--- src/core/bbou_pkg.sv ---
package bbou_pkg;

  // ------------------------------------------------------------
  // Widths.
  // ------------------------------------------------------------
  localparam int unsigned PC_W   = 12;
  localparam int unsigned ADDR_W = 8;

  // ------------------------------------------------------------
  // Status flag bit positions.
  // ------------------------------------------------------------
  localparam logic [2:0] FLAG_C = 3'h0;
  localparam logic [2:0] FLAG_Z = 3'h1;
  localparam logic [2:0] FLAG_N = 3'h2;
  localparam logic [2:0] FLAG_V = 3'h3;
  localparam logic [2:0] FLAG_S = 3'h4;
  localparam logic [2:0] FLAG_H = 3'h5;
  localparam logic [2:0] FLAG_T = 3'h6;
  localparam logic [2:0] FLAG_I = 3'h7;

  // ------------------------------------------------------------
  // Register offsets, fields and reset values.
  // ------------------------------------------------------------
  localparam logic [7:0]  OFS_FLAGS   = 8'h00;
  localparam logic [7:0]  OFS_CTRL    = 8'h04;
  localparam logic [7:0]  OFS_STATUS  = 8'h08;
  localparam logic [7:0]  OFS_RETIRED = 8'h0C;
  localparam int unsigned CTRL_ENABLE_BIT = 0;
  localparam int unsigned STAT_BUSY_BIT   = 0;
  localparam int unsigned STAT_TAKEN_BIT  = 1;
  localparam logic [7:0]  FLAGS_RESET   = 8'h00;
  localparam logic        ENABLE_RESET  = 1'h1;
  localparam logic [15:0] RETIRED_RESET = 16'h0000;

  // ------------------------------------------------------------
  // Cycle costs.
  // ------------------------------------------------------------
  localparam logic [1:0] CYC_ONE = 2'h1;
  localparam logic [1:0] CYC_TWO = 2'h2;

  typedef enum logic [5:0] {
    OP_NOP,
    OP_BRANCH_FLAG_CLEAR, OP_BRANCH_IF_EQUAL, OP_BRANCH_IF_NOT_EQUAL,
    OP_BRANCH_CARRY_ONE, OP_BRANCH_CARRY_ZERO, OP_BRANCH_UNSIGNED_GE,
    OP_BRANCH_UNSIGNED_LT, OP_BRANCH_NEGATIVE, OP_BRANCH_POSITIVE,
    OP_BRANCH_SIGNED_GE, OP_BRANCH_SIGNED_LT, OP_BRANCH_HALFCARRY_ONE,
    OP_BRANCH_HALFCARRY_ZERO, OP_BRANCH_TFLAG_ONE, OP_BRANCH_TFLAG_ZERO,
    OP_BRANCH_OVERFLOW_ONE, OP_BRANCH_OVERFLOW_ZERO, OP_BRANCH_IRQ_ENABLED,
    OP_BRANCH_IRQ_DISABLED,
    OP_IO_BIT_SET, OP_IO_BIT_CLEAR,
    OP_LOGICAL_SHIFT_LEFT, OP_LOGICAL_SHIFT_RIGHT, OP_ROTATE_LEFT_CARRY,
    OP_ROTATE_RIGHT_CARRY, OP_ARITH_SHIFT_RIGHT, OP_NIBBLE_SWAP,
    OP_INDEXED_FLAG_SET, OP_INDEXED_FLAG_CLEAR, OP_STORE_BIT_TO_T,
    OP_LOAD_BIT_FROM_T,
    OP_SET_CARRY_FLAG, OP_CLEAR_CARRY_FLAG, OP_SET_NEGATIVE_FLAG,
    OP_CLEAR_NEGATIVE_FLAG, OP_SET_ZERO_FLAG, OP_CLEAR_ZERO_FLAG,
    OP_GLOBAL_IRQ_ENABLE, OP_GLOBAL_IRQ_DISABLE, OP_SET_SIGN_FLAG,
    OP_CLEAR_SIGN_FLAG, OP_SET_OVERFLOW_FLAG, OP_CLEAR_OVERFLOW_FLAG,
    OP_SET_T_FLAG, OP_CLEAR_T_FLAG
  } bbou_op_type;

  typedef struct packed {
    logic            valid;
    bbou_op_type     op;
    logic [4:0]      rd_addr;
    logic [7:0]      rd_val;
    logic [7:0]      rr_val;
    logic [2:0]      bit_sel;
    logic [4:0]      io_addr;
    logic [6:0]      offset;
    logic [PC_W-1:0] pc;
  } bbou_instr_type;

  typedef struct packed {
    logic            done;
    logic            pc_load;
    logic [PC_W-1:0] pc_value;
    logic            rd_we;
    logic [4:0]      rd_addr;
    logic [7:0]      rd_data;
    logic            io_we;
    logic [4:0]      io_addr;
    logic [2:0]      io_bit;
    logic            io_val;
  } bbou_result_type;

endpackage

--- src/core/bbou_unit.sv ---
// Operation
// - Flag-clear branch jumps to pc+k+1 when flag s is zero; one or two cycles.
// - Carry-set/lower branch on C one; carry-clear/same-or-higher on C zero.
// - Signed greater-or-equal branch taken when N xor V is zero.
// - Signed less-than branch taken when N xor V is one; one or two cycles.
// - Half-carry branches taken on H one or H zero.
// - T branches taken on T one or T zero.
// - Overflow branches taken on V one or V zero.
// - Interrupt-enabled branch on I one, interrupt-disabled branch on I zero.
// - I/O bit set and clear force bit b of port P; two cycles, no flags.
// - Rotate left through carry; updates Z, C, N, V in one cycle.
// - Rotate right through carry; updates Z, C, N, V in one cycle.
// - Arithmetic shift right keeps bit 7; updates Z, C, N, V in one cycle.
// - Bit store copies Rr bit b into T, changing only T.
// - Bit load copies T into Rd bit b, flags unchanged.
// - Global interrupt enable and disable set or clear I in one cycle.
// - Overflow set and clear force V only, in one cycle.
// - Sign set and clear force S, in one cycle.
//
// Implementation choices: the address map and the APB interface to the registers.
`timescale 1ns/1ps
`default_nettype none

module bbou_unit (
  // Clock and reset.
  input  wire logic                     CLK,
  input  wire logic                     RST_N,
  // APB slave.
  input  wire logic                     PSEL,
  input  wire logic                     PENABLE,
  input  wire logic                     PWRITE,
  input  wire logic [bbou_pkg::ADDR_W-1:0] PADDR,
  input  wire logic [31:0]              PWDATA,
  output logic      [31:0]              PRDATA,
  output logic                          PREADY,
  output logic                          PSLVERR,
  // Instruction from decode.
  input  wire bbou_pkg::bbou_instr_type INSTR,
  output logic                          INSTR_READY,
  // Results to core.
  output bbou_pkg::bbou_result_type     RESULT,
  output logic      [7:0]               FLAGS
);

  typedef struct packed {
    logic [7:0]                flags;
    logic                      enable;
    logic                      stall;
    logic                      ready;
    logic                      last_taken;
    logic [15:0]               retired;
    bbou_pkg::bbou_result_type res;
    logic                      pready;
    logic                      pslverr;
    logic [31:0]               prdata;
  } bbou_state_type;

  bbou_state_type st_r;
  bbou_state_type st_nxt;

  logic                      accept;
  logic                      take;
  logic                      shift_op;
  logic [7:0]                sh_val;
  logic                      sh_carry;
  logic [bbou_pkg::PC_W-1:0] target;
  logic [1:0]                cost;

  assign accept = INSTR.valid && st_r.ready;
  assign target = bbou_pkg::PC_W'(INSTR.pc + {{5{INSTR.offset[6]}}, INSTR.offset}
                                  + bbou_pkg::PC_W'(1));

  // ------------------------------------------------------------
  // Branch condition.
  // ------------------------------------------------------------
  always_comb begin
    take = 1'b0;
    unique case (INSTR.op)
      bbou_pkg::OP_BRANCH_FLAG_CLEAR: take = !st_r.flags[INSTR.bit_sel];
      bbou_pkg::OP_BRANCH_IF_EQUAL: begin
        take = st_r.flags[bbou_pkg::FLAG_Z];
      end
      bbou_pkg::OP_BRANCH_IF_NOT_EQUAL: begin
        take = !st_r.flags[bbou_pkg::FLAG_Z];
      end
      bbou_pkg::OP_BRANCH_CARRY_ONE,
      bbou_pkg::OP_BRANCH_UNSIGNED_LT: take = st_r.flags[bbou_pkg::FLAG_C];
      bbou_pkg::OP_BRANCH_CARRY_ZERO,
      bbou_pkg::OP_BRANCH_UNSIGNED_GE: take = !st_r.flags[bbou_pkg::FLAG_C];
      bbou_pkg::OP_BRANCH_NEGATIVE: begin
        take = st_r.flags[bbou_pkg::FLAG_N];
      end
      bbou_pkg::OP_BRANCH_POSITIVE: begin
        take = !st_r.flags[bbou_pkg::FLAG_N];
      end
      bbou_pkg::OP_BRANCH_SIGNED_GE: take = !(st_r.flags[bbou_pkg::FLAG_N]
                                              ^ st_r.flags[bbou_pkg::FLAG_V]);
      bbou_pkg::OP_BRANCH_SIGNED_LT: take = st_r.flags[bbou_pkg::FLAG_N]
                                            ^ st_r.flags[bbou_pkg::FLAG_V];
      bbou_pkg::OP_BRANCH_HALFCARRY_ONE: begin
        take = st_r.flags[bbou_pkg::FLAG_H];
      end
      bbou_pkg::OP_BRANCH_HALFCARRY_ZERO: begin
        take = !st_r.flags[bbou_pkg::FLAG_H];
      end
      bbou_pkg::OP_BRANCH_TFLAG_ONE: begin
        take = st_r.flags[bbou_pkg::FLAG_T];
      end
      bbou_pkg::OP_BRANCH_TFLAG_ZERO: begin
        take = !st_r.flags[bbou_pkg::FLAG_T];
      end
      bbou_pkg::OP_BRANCH_OVERFLOW_ONE: begin
        take = st_r.flags[bbou_pkg::FLAG_V];
      end
      bbou_pkg::OP_BRANCH_OVERFLOW_ZERO: begin
        take = !st_r.flags[bbou_pkg::FLAG_V];
      end
      bbou_pkg::OP_BRANCH_IRQ_ENABLED: begin
        take = st_r.flags[bbou_pkg::FLAG_I];
      end
      bbou_pkg::OP_BRANCH_IRQ_DISABLED: begin
        take = !st_r.flags[bbou_pkg::FLAG_I];
      end
      default: take = 1'b0;
    endcase
  end

  // ------------------------------------------------------------
  // Shifter.
  // ------------------------------------------------------------
  always_comb begin
    shift_op = 1'b1;
    sh_val   = INSTR.rd_val;
    sh_carry = st_r.flags[bbou_pkg::FLAG_C];
    unique case (INSTR.op)
      bbou_pkg::OP_LOGICAL_SHIFT_LEFT: begin
        sh_val   = {INSTR.rd_val[6:0], 1'b0};
        sh_carry = INSTR.rd_val[7];
      end
      bbou_pkg::OP_LOGICAL_SHIFT_RIGHT: begin
        sh_val   = {1'b0, INSTR.rd_val[7:1]};
        sh_carry = INSTR.rd_val[0];
      end
      bbou_pkg::OP_ROTATE_LEFT_CARRY: begin
        sh_val   = {INSTR.rd_val[6:0], st_r.flags[bbou_pkg::FLAG_C]};
        sh_carry = INSTR.rd_val[7];
      end
      bbou_pkg::OP_ROTATE_RIGHT_CARRY: begin
        sh_val   = {st_r.flags[bbou_pkg::FLAG_C], INSTR.rd_val[7:1]};
        sh_carry = INSTR.rd_val[0];
      end
      bbou_pkg::OP_ARITH_SHIFT_RIGHT: begin
        sh_val   = {INSTR.rd_val[7], INSTR.rd_val[7:1]};
        sh_carry = INSTR.rd_val[0];
      end
      default: shift_op = 1'b0;
    endcase
  end

  // ------------------------------------------------------------
  // Next state.
  // ------------------------------------------------------------
  always_comb begin
    st_nxt         = st_r;
    st_nxt.res     = '0;
    st_nxt.pready  = 1'b0;
    st_nxt.pslverr = 1'b0;
    cost           = bbou_pkg::CYC_ONE;

    // APB access: one wait state, then write or read completes.
    if (PSEL && PENABLE && !st_r.pready) begin
      st_nxt.pready = 1'b1;
      st_nxt.prdata = '0;
      unique case (PADDR)
        bbou_pkg::OFS_FLAGS:   st_nxt.prdata[7:0] = st_r.flags;
        bbou_pkg::OFS_CTRL:    st_nxt.prdata[bbou_pkg::CTRL_ENABLE_BIT] = st_r.enable;
        bbou_pkg::OFS_STATUS: begin
          st_nxt.prdata[bbou_pkg::STAT_BUSY_BIT]  = st_r.stall;
          st_nxt.prdata[bbou_pkg::STAT_TAKEN_BIT] = st_r.last_taken;
        end
        bbou_pkg::OFS_RETIRED: st_nxt.prdata[15:0] = st_r.retired;
        default:               st_nxt.pslverr = 1'b1;
      endcase
    end
    if (PSEL && PENABLE && st_r.pready && PWRITE) begin
      if (PADDR == bbou_pkg::OFS_FLAGS) begin
        st_nxt.flags = PWDATA[7:0];
      end
      if (PADDR == bbou_pkg::OFS_CTRL) begin
        st_nxt.enable = PWDATA[bbou_pkg::CTRL_ENABLE_BIT];
      end
    end

    // Instruction execution; any accepted instruction discards a same-cycle bus write to the flags.
    if (accept) begin
      st_nxt.res.done = 1'b1;
      st_nxt.retired  = st_r.retired + 16'h0001;
      st_nxt.flags    = st_r.flags;
      if (INSTR.op >= bbou_pkg::OP_BRANCH_FLAG_CLEAR
          && INSTR.op <= bbou_pkg::OP_BRANCH_IRQ_DISABLED) begin
        st_nxt.last_taken = take;
        if (take) begin
          st_nxt.res.pc_load  = 1'b1;
          st_nxt.res.pc_value = target;
          cost                = bbou_pkg::CYC_TWO;
        end
      end
      if (shift_op) begin
        st_nxt.res.rd_we                = 1'b1;
        st_nxt.res.rd_addr              = INSTR.rd_addr;
        st_nxt.res.rd_data              = sh_val;
        st_nxt.flags[bbou_pkg::FLAG_Z]  = (sh_val == 8'h00);
        st_nxt.flags[bbou_pkg::FLAG_C]  = sh_carry;
        st_nxt.flags[bbou_pkg::FLAG_N]  = sh_val[7];
        st_nxt.flags[bbou_pkg::FLAG_V]  = sh_val[7] ^ sh_carry;
      end
      unique case (INSTR.op)
        bbou_pkg::OP_IO_BIT_SET,
        bbou_pkg::OP_IO_BIT_CLEAR: begin
          st_nxt.res.io_we   = 1'b1;
          st_nxt.res.io_addr = INSTR.io_addr;
          st_nxt.res.io_bit  = INSTR.bit_sel;
          st_nxt.res.io_val  = (INSTR.op == bbou_pkg::OP_IO_BIT_SET);
          cost               = bbou_pkg::CYC_TWO;
        end
        bbou_pkg::OP_NIBBLE_SWAP: begin
          st_nxt.res.rd_we   = 1'b1;
          st_nxt.res.rd_addr = INSTR.rd_addr;
          st_nxt.res.rd_data = {INSTR.rd_val[3:0], INSTR.rd_val[7:4]};
        end
        bbou_pkg::OP_INDEXED_FLAG_SET: begin
          st_nxt.flags[INSTR.bit_sel] = 1'b1;
        end
        bbou_pkg::OP_INDEXED_FLAG_CLEAR: begin
          st_nxt.flags[INSTR.bit_sel] = 1'b0;
        end
        bbou_pkg::OP_STORE_BIT_TO_T: begin
          st_nxt.flags[bbou_pkg::FLAG_T] = INSTR.rr_val[INSTR.bit_sel];
        end
        bbou_pkg::OP_LOAD_BIT_FROM_T: begin
          st_nxt.res.rd_we                  = 1'b1;
          st_nxt.res.rd_addr                = INSTR.rd_addr;
          st_nxt.res.rd_data                = INSTR.rd_val;
          st_nxt.res.rd_data[INSTR.bit_sel] = st_r.flags[bbou_pkg::FLAG_T];
        end
        bbou_pkg::OP_SET_CARRY_FLAG: begin
          st_nxt.flags[bbou_pkg::FLAG_C] = 1'b1;
        end
        bbou_pkg::OP_CLEAR_CARRY_FLAG: begin
          st_nxt.flags[bbou_pkg::FLAG_C] = 1'b0;
        end
        bbou_pkg::OP_SET_NEGATIVE_FLAG: begin
          st_nxt.flags[bbou_pkg::FLAG_N] = 1'b1;
        end
        bbou_pkg::OP_CLEAR_NEGATIVE_FLAG: begin
          st_nxt.flags[bbou_pkg::FLAG_N] = 1'b0;
        end
        bbou_pkg::OP_SET_ZERO_FLAG: begin
          st_nxt.flags[bbou_pkg::FLAG_Z] = 1'b1;
        end
        bbou_pkg::OP_CLEAR_ZERO_FLAG: begin
          st_nxt.flags[bbou_pkg::FLAG_Z] = 1'b0;
        end
        bbou_pkg::OP_SET_T_FLAG: begin
          st_nxt.flags[bbou_pkg::FLAG_T] = 1'b1;
        end
        bbou_pkg::OP_CLEAR_T_FLAG: begin
          st_nxt.flags[bbou_pkg::FLAG_T] = 1'b0;
        end
        bbou_pkg::OP_GLOBAL_IRQ_ENABLE: begin
          st_nxt.flags[bbou_pkg::FLAG_I] = 1'b1;
        end
        bbou_pkg::OP_GLOBAL_IRQ_DISABLE: begin
          st_nxt.flags[bbou_pkg::FLAG_I] = 1'b0;
        end
        bbou_pkg::OP_SET_SIGN_FLAG: begin
          st_nxt.flags[bbou_pkg::FLAG_S] = 1'b1;
        end
        bbou_pkg::OP_CLEAR_SIGN_FLAG: begin
          st_nxt.flags[bbou_pkg::FLAG_S] = 1'b0;
        end
        bbou_pkg::OP_SET_OVERFLOW_FLAG: begin
          st_nxt.flags[bbou_pkg::FLAG_V] = 1'b1;
        end
        bbou_pkg::OP_CLEAR_OVERFLOW_FLAG: begin
          st_nxt.flags[bbou_pkg::FLAG_V] = 1'b0;
        end
        default: ;
      endcase
    end

    // two-cycle ops stall one extra cycle.
    st_nxt.stall = accept && (cost == bbou_pkg::CYC_TWO);
    st_nxt.ready = st_nxt.enable && !st_nxt.stall;
  end

  // ------------------------------------------------------------
  // State register.
  // ------------------------------------------------------------
  always_ff @(posedge CLK or negedge RST_N) begin
    if (!RST_N) begin
      st_r            <= '0;
      st_r.flags      <= bbou_pkg::FLAGS_RESET;
      st_r.enable     <= bbou_pkg::ENABLE_RESET;
      st_r.ready      <= bbou_pkg::ENABLE_RESET;
      st_r.retired    <= bbou_pkg::RETIRED_RESET;
    end else begin
      st_r <= st_nxt;
    end
  end

  assign PRDATA      = st_r.prdata;
  assign PREADY      = st_r.pready;
  assign PSLVERR     = st_r.pslverr;
  assign INSTR_READY = st_r.ready;
  assign RESULT      = st_r.res;
  assign FLAGS       = st_r.flags;

endmodule

`default_nettype wire

--- config.mk ---
export PLATFORM = sky130hd
export DESIGN_NAME = bbou_unit
export DESIGN_NICKNAME = d
export VERILOG_FILES = /design/src/core/bbou_pkg.sv /design/src/core/bbou_unit.sv
export SDC_FILE = /design/constraint.sdc
export NUM_CORES = 1
export LEC_CHECK = 0
export ABC_AREA = 1
export BUFFER_PORTS_ARGS = -buffer_cell sky130_fd_sc_hd__buf_4
export CORE_UTILIZATION = 30
export CTS_BUF_LIST = sky130_fd_sc_hd__clkbuf_8
export DETAILED_ROUTE_END_ITERATION = 12
export GPL_TIMING_DRIVEN = 0
export PLACE_DENSITY = 0.54
export SLEW_MARGIN = 30
export SYNTH_ARGS = -nofsm -noshare
export SYNTH_HDL_FRONTEND = slang
export SYNTH_SLANG_ARGS = --single-unit
--- constraint.sdc ---
create_clock -name CLK -period 2.15 [get_ports CLK]
set_input_delay 0.43 -clock CLK [delete_from_list [all_inputs] [get_ports CLK]]
set_output_delay 0.43 -clock CLK [all_outputs]
set_load 0.03 [all_outputs]
After elaboration in Yosys (flattened, before gate mapping)
Index checks and enable logic that the tools add are counted.
{ "word_totals": {"reg_bits": 84} }
{ "op_classes": {"addsub": 3, "order_cmp": 4, "n_eq_ne": 53, "mux": 41, "bitwise": 5, "n_reduce_logical": 37} }
{ "ops": {"columns": ["op", "count"], "rows": [
  ["$eq A6 B5 Y1 const B", 16],
  ["$eq A6 B6 Y1 const B", 14],
  ["$eq A6 B4 Y1 const B", 8],
  ["$pmux W8 S5", 1],
  ["$mux W38", 1],
  ["$mux W34", 1],
  ["$pmux W1 S4", 7],
  ["$pmux W14 S2", 1],
  ["$mux W13", 2],
  ["$eq A6 B3 Y1 const B", 4],
  ["$mux W8", 3],
  ["$pmux W1 S17", 1],
  ["$add A16 B1 Y16 const B", 1],
  ["$eq A8 B4 Y1 const B", 2],
  ["$logic_not A8 Y1", 2],
  ["$mux W14", 1],
  ["$add A12 B1 Y12 const B", 1],
  ["$add A12 B12 Y12", 1],
  ["$eq A6 B2 Y1 const B", 2],
  ["$pmux W6 S2", 1],
  ["$reduce_and A3 Y1", 4],
  ["$logic_not A1 Y1", 11],
  ["$mux W10", 1],
  ["$ne A5 B1 Y1 const B", 2],
  ["30 further kinds", 55]
]} }

Longest topological paths before layout
{ "logic_depth": {"depth_word": 12, "mapped_depth": 15} }

Least setup slack after synthesis
Ideal clock, no wire load.
{ "synth_path": {"path_type": "in2reg", "from": "in INSTR[0] (netlist name)", "to": "reg st_r (netlist bit RESULT[34])", "arrival_time_ns": 1.857, "required_time_ns": 2.024, "slack_ns": 0.167, "stages": 13, "n_path_buf": 0, "path_cell_list": "inv_1 -> ha_1 -> fa_1 -> inv_1 -> nand3_1 -> nand2_1 -> nand4_1 -> nand2_1 -> nand2_1 -> a21boi_0 -> o21ai_0 -> inv_1 -> nor3_2"} }
{ "synth_lines": {"columns": ["item", "line_no", "rtl"], "rows": [
  ["from (decl)", "bbou_unit.sv:38", "input wire bbou_pkg::bbou_instr_type INSTR,"],
  ["to (signal assigned)", "bbou_unit.sv:308", "st_r <= st_nxt;"],
  ["to (decl)", "bbou_unit.sv:58", "bbou_state_type st_r;"]
]} }

Final worst setup path
{ "layout_path": {"from": "reg st_r (netlist bit FLAGS[6])", "to": "reg st_r[88] (netlist name)"} }
{ "layout_between": {"elab_chain_len": 4} }
{ "layout_lines": {"columns": ["item", "line_no", "rtl"], "rows": [
  ["$bmux W1 S3", "bbou_unit.sv:79", "bbou_pkg::OP_BRANCH_FLAG_CLEAR: take = !st_r.flags[INSTR.bit_sel];"],
  ["$mux W1 (implied by the code)", "bbou_unit.sv:79", null],
  ["$logic_not A1 Y1", "bbou_unit.sv:79", null],
  ["$pmux W1 S17 *", "bbou_unit.sv:78", "unique case (INSTR.op)"]
]} }
Mark *: on every way between the ends. The rest lies on a longest branch, timed or not. The select of a mux whose other input is x is not followed.
A chain may end at the register's enable or synchronous reset.

==> results.txt <==
Clock Latency Late Sink -> 0.37 ns
die height -> 139 um
post-DP HPWL -> 13.0 mm
DRC errors left -> 6
register area share after synthesis -> 0.373
biggest area consumer among synthesized cells -> dfrtp_1
ant diodes -> 0
Final min period -> 1.96 ns
core area -> 0.0182 sq mm
worst-case clock buffer depth -> 2
Critical Path RT -> 2.41 ns
Synth Register Bits -> 84
drt total wl -> 16.6 mm
Slew HR -> 0.477
fin crit share -> 0.909
initial antenna violation count -> 0
GPL Wtd Cong -> 0.884
Worst Path Max Fanout -> 10
prevailing post-synth register cell -> dfrtp_1
Final setup viols -> 0
Crit Path Category -> reg2reg
Final Max Slew Viols -> 0
synthesis-to-layout area growth -> 27.9%
Post-synth EDFFs -> 0
Antenna Nets Post-Route -> 0
vias in the first global route -> 5068
htree depth -> 3
grt ovf -> 0
die area -> 0.0194 sq mm
Final Hold Viols -> 0
Hold WC Path Type -> in2async
Crit. End Element -> flop
vias per std cell -> 4.53
layout cells sized above 1 -> 0.293
status -> complete, but fails checks
Synth async-reset ratio -> 1.00
pwr dens -> 692 mW/mm^2
Final Cell Area -> 0.00723 sq mm
DR vias -> 5280
floorplan row count -> 49
drt first pass iters -> 11
top cells by area, synth -> dfrtp_1 36%, nand2_1 11%, buf_4 10%
first-pass GRT wire length -> 26.4 mm
maxcap violations -> 0
Initial Util -> 0.310
Die Wd -> 139 um
violated checks -> DRC
largest net degree at the start of global routing -> 85
clock slew at reported path FFs -> 0.09 ns
final net count -> 1044
CTS tree -> done
wire length per cell -> 14.3 um
Iter 0 DRT Violations -> 319
leakage power -> 0.00396 uW
number of buffers created by CTS -> 9
post-CTS setup buffers -> 0
WP data arrival -> 2.21 ns
CTS Sinks -> 84
library cells used by synthesis -> 50
Root Buffer -> clkbuf_8
count leader, synth -> nand2_1
Ports -> 181
fmax -> 0.511 GHz
Worst Tran Pin Value -> 0.784 ns
most frequent cells after synthesis -> 161 x nand2_1, 100 x inv_1, 82 x dfrtp_1, 79 x buf_4, 78 x nor2_1
Avg Cell Area, Syn -> 7.37 sq um
TNS Setup -> 0 ns
Syn Std Cell Area -> 0.00565 sq mm
filler cell count -> 1966
clk_skew -> 0.00951 ns
RSZ-0062 raised after global routing -> false
Syn. warnings -> 0
Setup crit start kind -> flop
top-area cell type share of the netlist area -> 0.363
cell area after placement -> 0.00704 sq mm
Tot GR Track Use -> 0.175
worst ir drop on vdd -> 0.000251 V
Buffers on Ports -> 139
Syn Inst Count -> 766
-- worst paths after layout --
check / startpoint / end / slack [ns] / depth (start not counted)
worst max-delay path: FLAGS[6]$_DFFE_PN0P_ / st_r[88]$_DFFE_PN0P_ / 0.19 / 9
worst min-delay path: RST_N / PRDATA[11]$_DFFE_PN0P_ / 0.11 / 1
worst max register to register: FLAGS[6]$_DFFE_PN0P_ / st_r[88]$_DFFE_PN0P_ / 0.19 / 9
worst min register to register: st_r[87]$_DFFE_PN0P_ / st_r[87]$_DFFE_PN0P_ / 0.47 / 1
max in group asynchronous: RST_N / st_r[88]$_DFFE_PN0P_ / 1.51 / 1
min in group CLK: INSTR[21] / RESULT[6]$_DFF_PN0_ / 0.27 / 3
-- per-layer routing --
layer	share of wire	track usage	vias to the layer above
met5	0	0	-
met4	0.021	0.0713	0
met2	0.47	0.291	169
met1	0.45	0.223	2381
met3	0.059	0.0334	24
li1	-	-	2706
-- power by group --
part           internal, uW  total, uW  switching [uW]
Clock                   414       1040             622
Combinational           767       1900            1130
Sequential             1800       2060             264
-- per-stage QoR --
| step | total power (uW) | hold slack, ns | std cells | setup WS (ns) | util |
|---|---|---|---|---|---|
| 2_1_floorplan | 3260 | 0.134 | 781 | 0.167 | - |
| 3_3_place_gp | 3980 | 0.457 | 1149 | -0.172 | 0.386 |
| 3_5_place_dp | 3980 | 0.459 | 1149 | -0.145 | 0.387 |
| 4_1_cts | 5050 | 0.146 | 1165 | 0.0385 | 0.396 |
| 5_1_grt | 5320 | 0.175 | 1165 | 0.0104 | 0.397 |
| 6_report | 5000 | 0.115 | 1165 | 0.195 | 0.397 |
-- cell type report --
class	instances	area, sq um	share of cell area
Buffer	88	637	0.0881
Clock buffer	9	124	0.0171
Clock inverter	7	42.5	0.00589
Inverter	109	412	0.0570
Multi-Input combinational cell	500	2570	0.356
Sequential cell	84	2100	0.291
Tap cell	229	287	0.0397
Timing Repair Buffer	139	1050	0.145
-- placed cells by master, fill, tap and decap left out, types with 15 or more instances in the layout --
cell	netlist	layout
buf_4	79	217
nand2_1	161	161
inv_1	100	101
dfrtp_1	82	82
nor2_1	78	76
a21oi_1	50	50
nand3_1	39	38
o21ai_0	33	33
nor3_1	16	16
conb_1	1	16
xor2_1	15	15
-- what timing repair did --
item / in CTS / in global routing
setup endpoints to repair: 1 / 8
hold buffers: 0 / 0
resized for setup: 1 / 5
-- critical path, cell delays in order (launching register included) --
cell and delay, ns:
dfrtp_1 0.55, inv_1 0.35, nand2_1 0.09, a21oi_1 0.13, nand2_1 0.06, nor2_1 0.13, nand3_2 0.14, nand2_2 0.14
buf_6 0.17, o21ai_1 0.07
-- registers in the layout, indices dropped and copies added, names as in the netlist, named ones only --
signal and count:
PRDATA 16, INSTR_READY 1, RESULT 38, PSLVERR 1, PREADY 1, FLAGS 7, st_r 19
-- cell families (layout without fill, tap and decap cells) --
group | count (synthesis) | after routing | synth area share
fa+ha+maj | 13 | 13 | 0.0301
simple gates | 330 | 330 | 0.257
xor+xnor | 18 | 18 | 0.0279
buf+inv | 197 | 352 | 0.185
other cells | 1 | 16 | 0.000664
compound gates | 123 | 123 | 0.126
flops | 84 | 84 | 0.373
(Power assumes the default switching activity.)
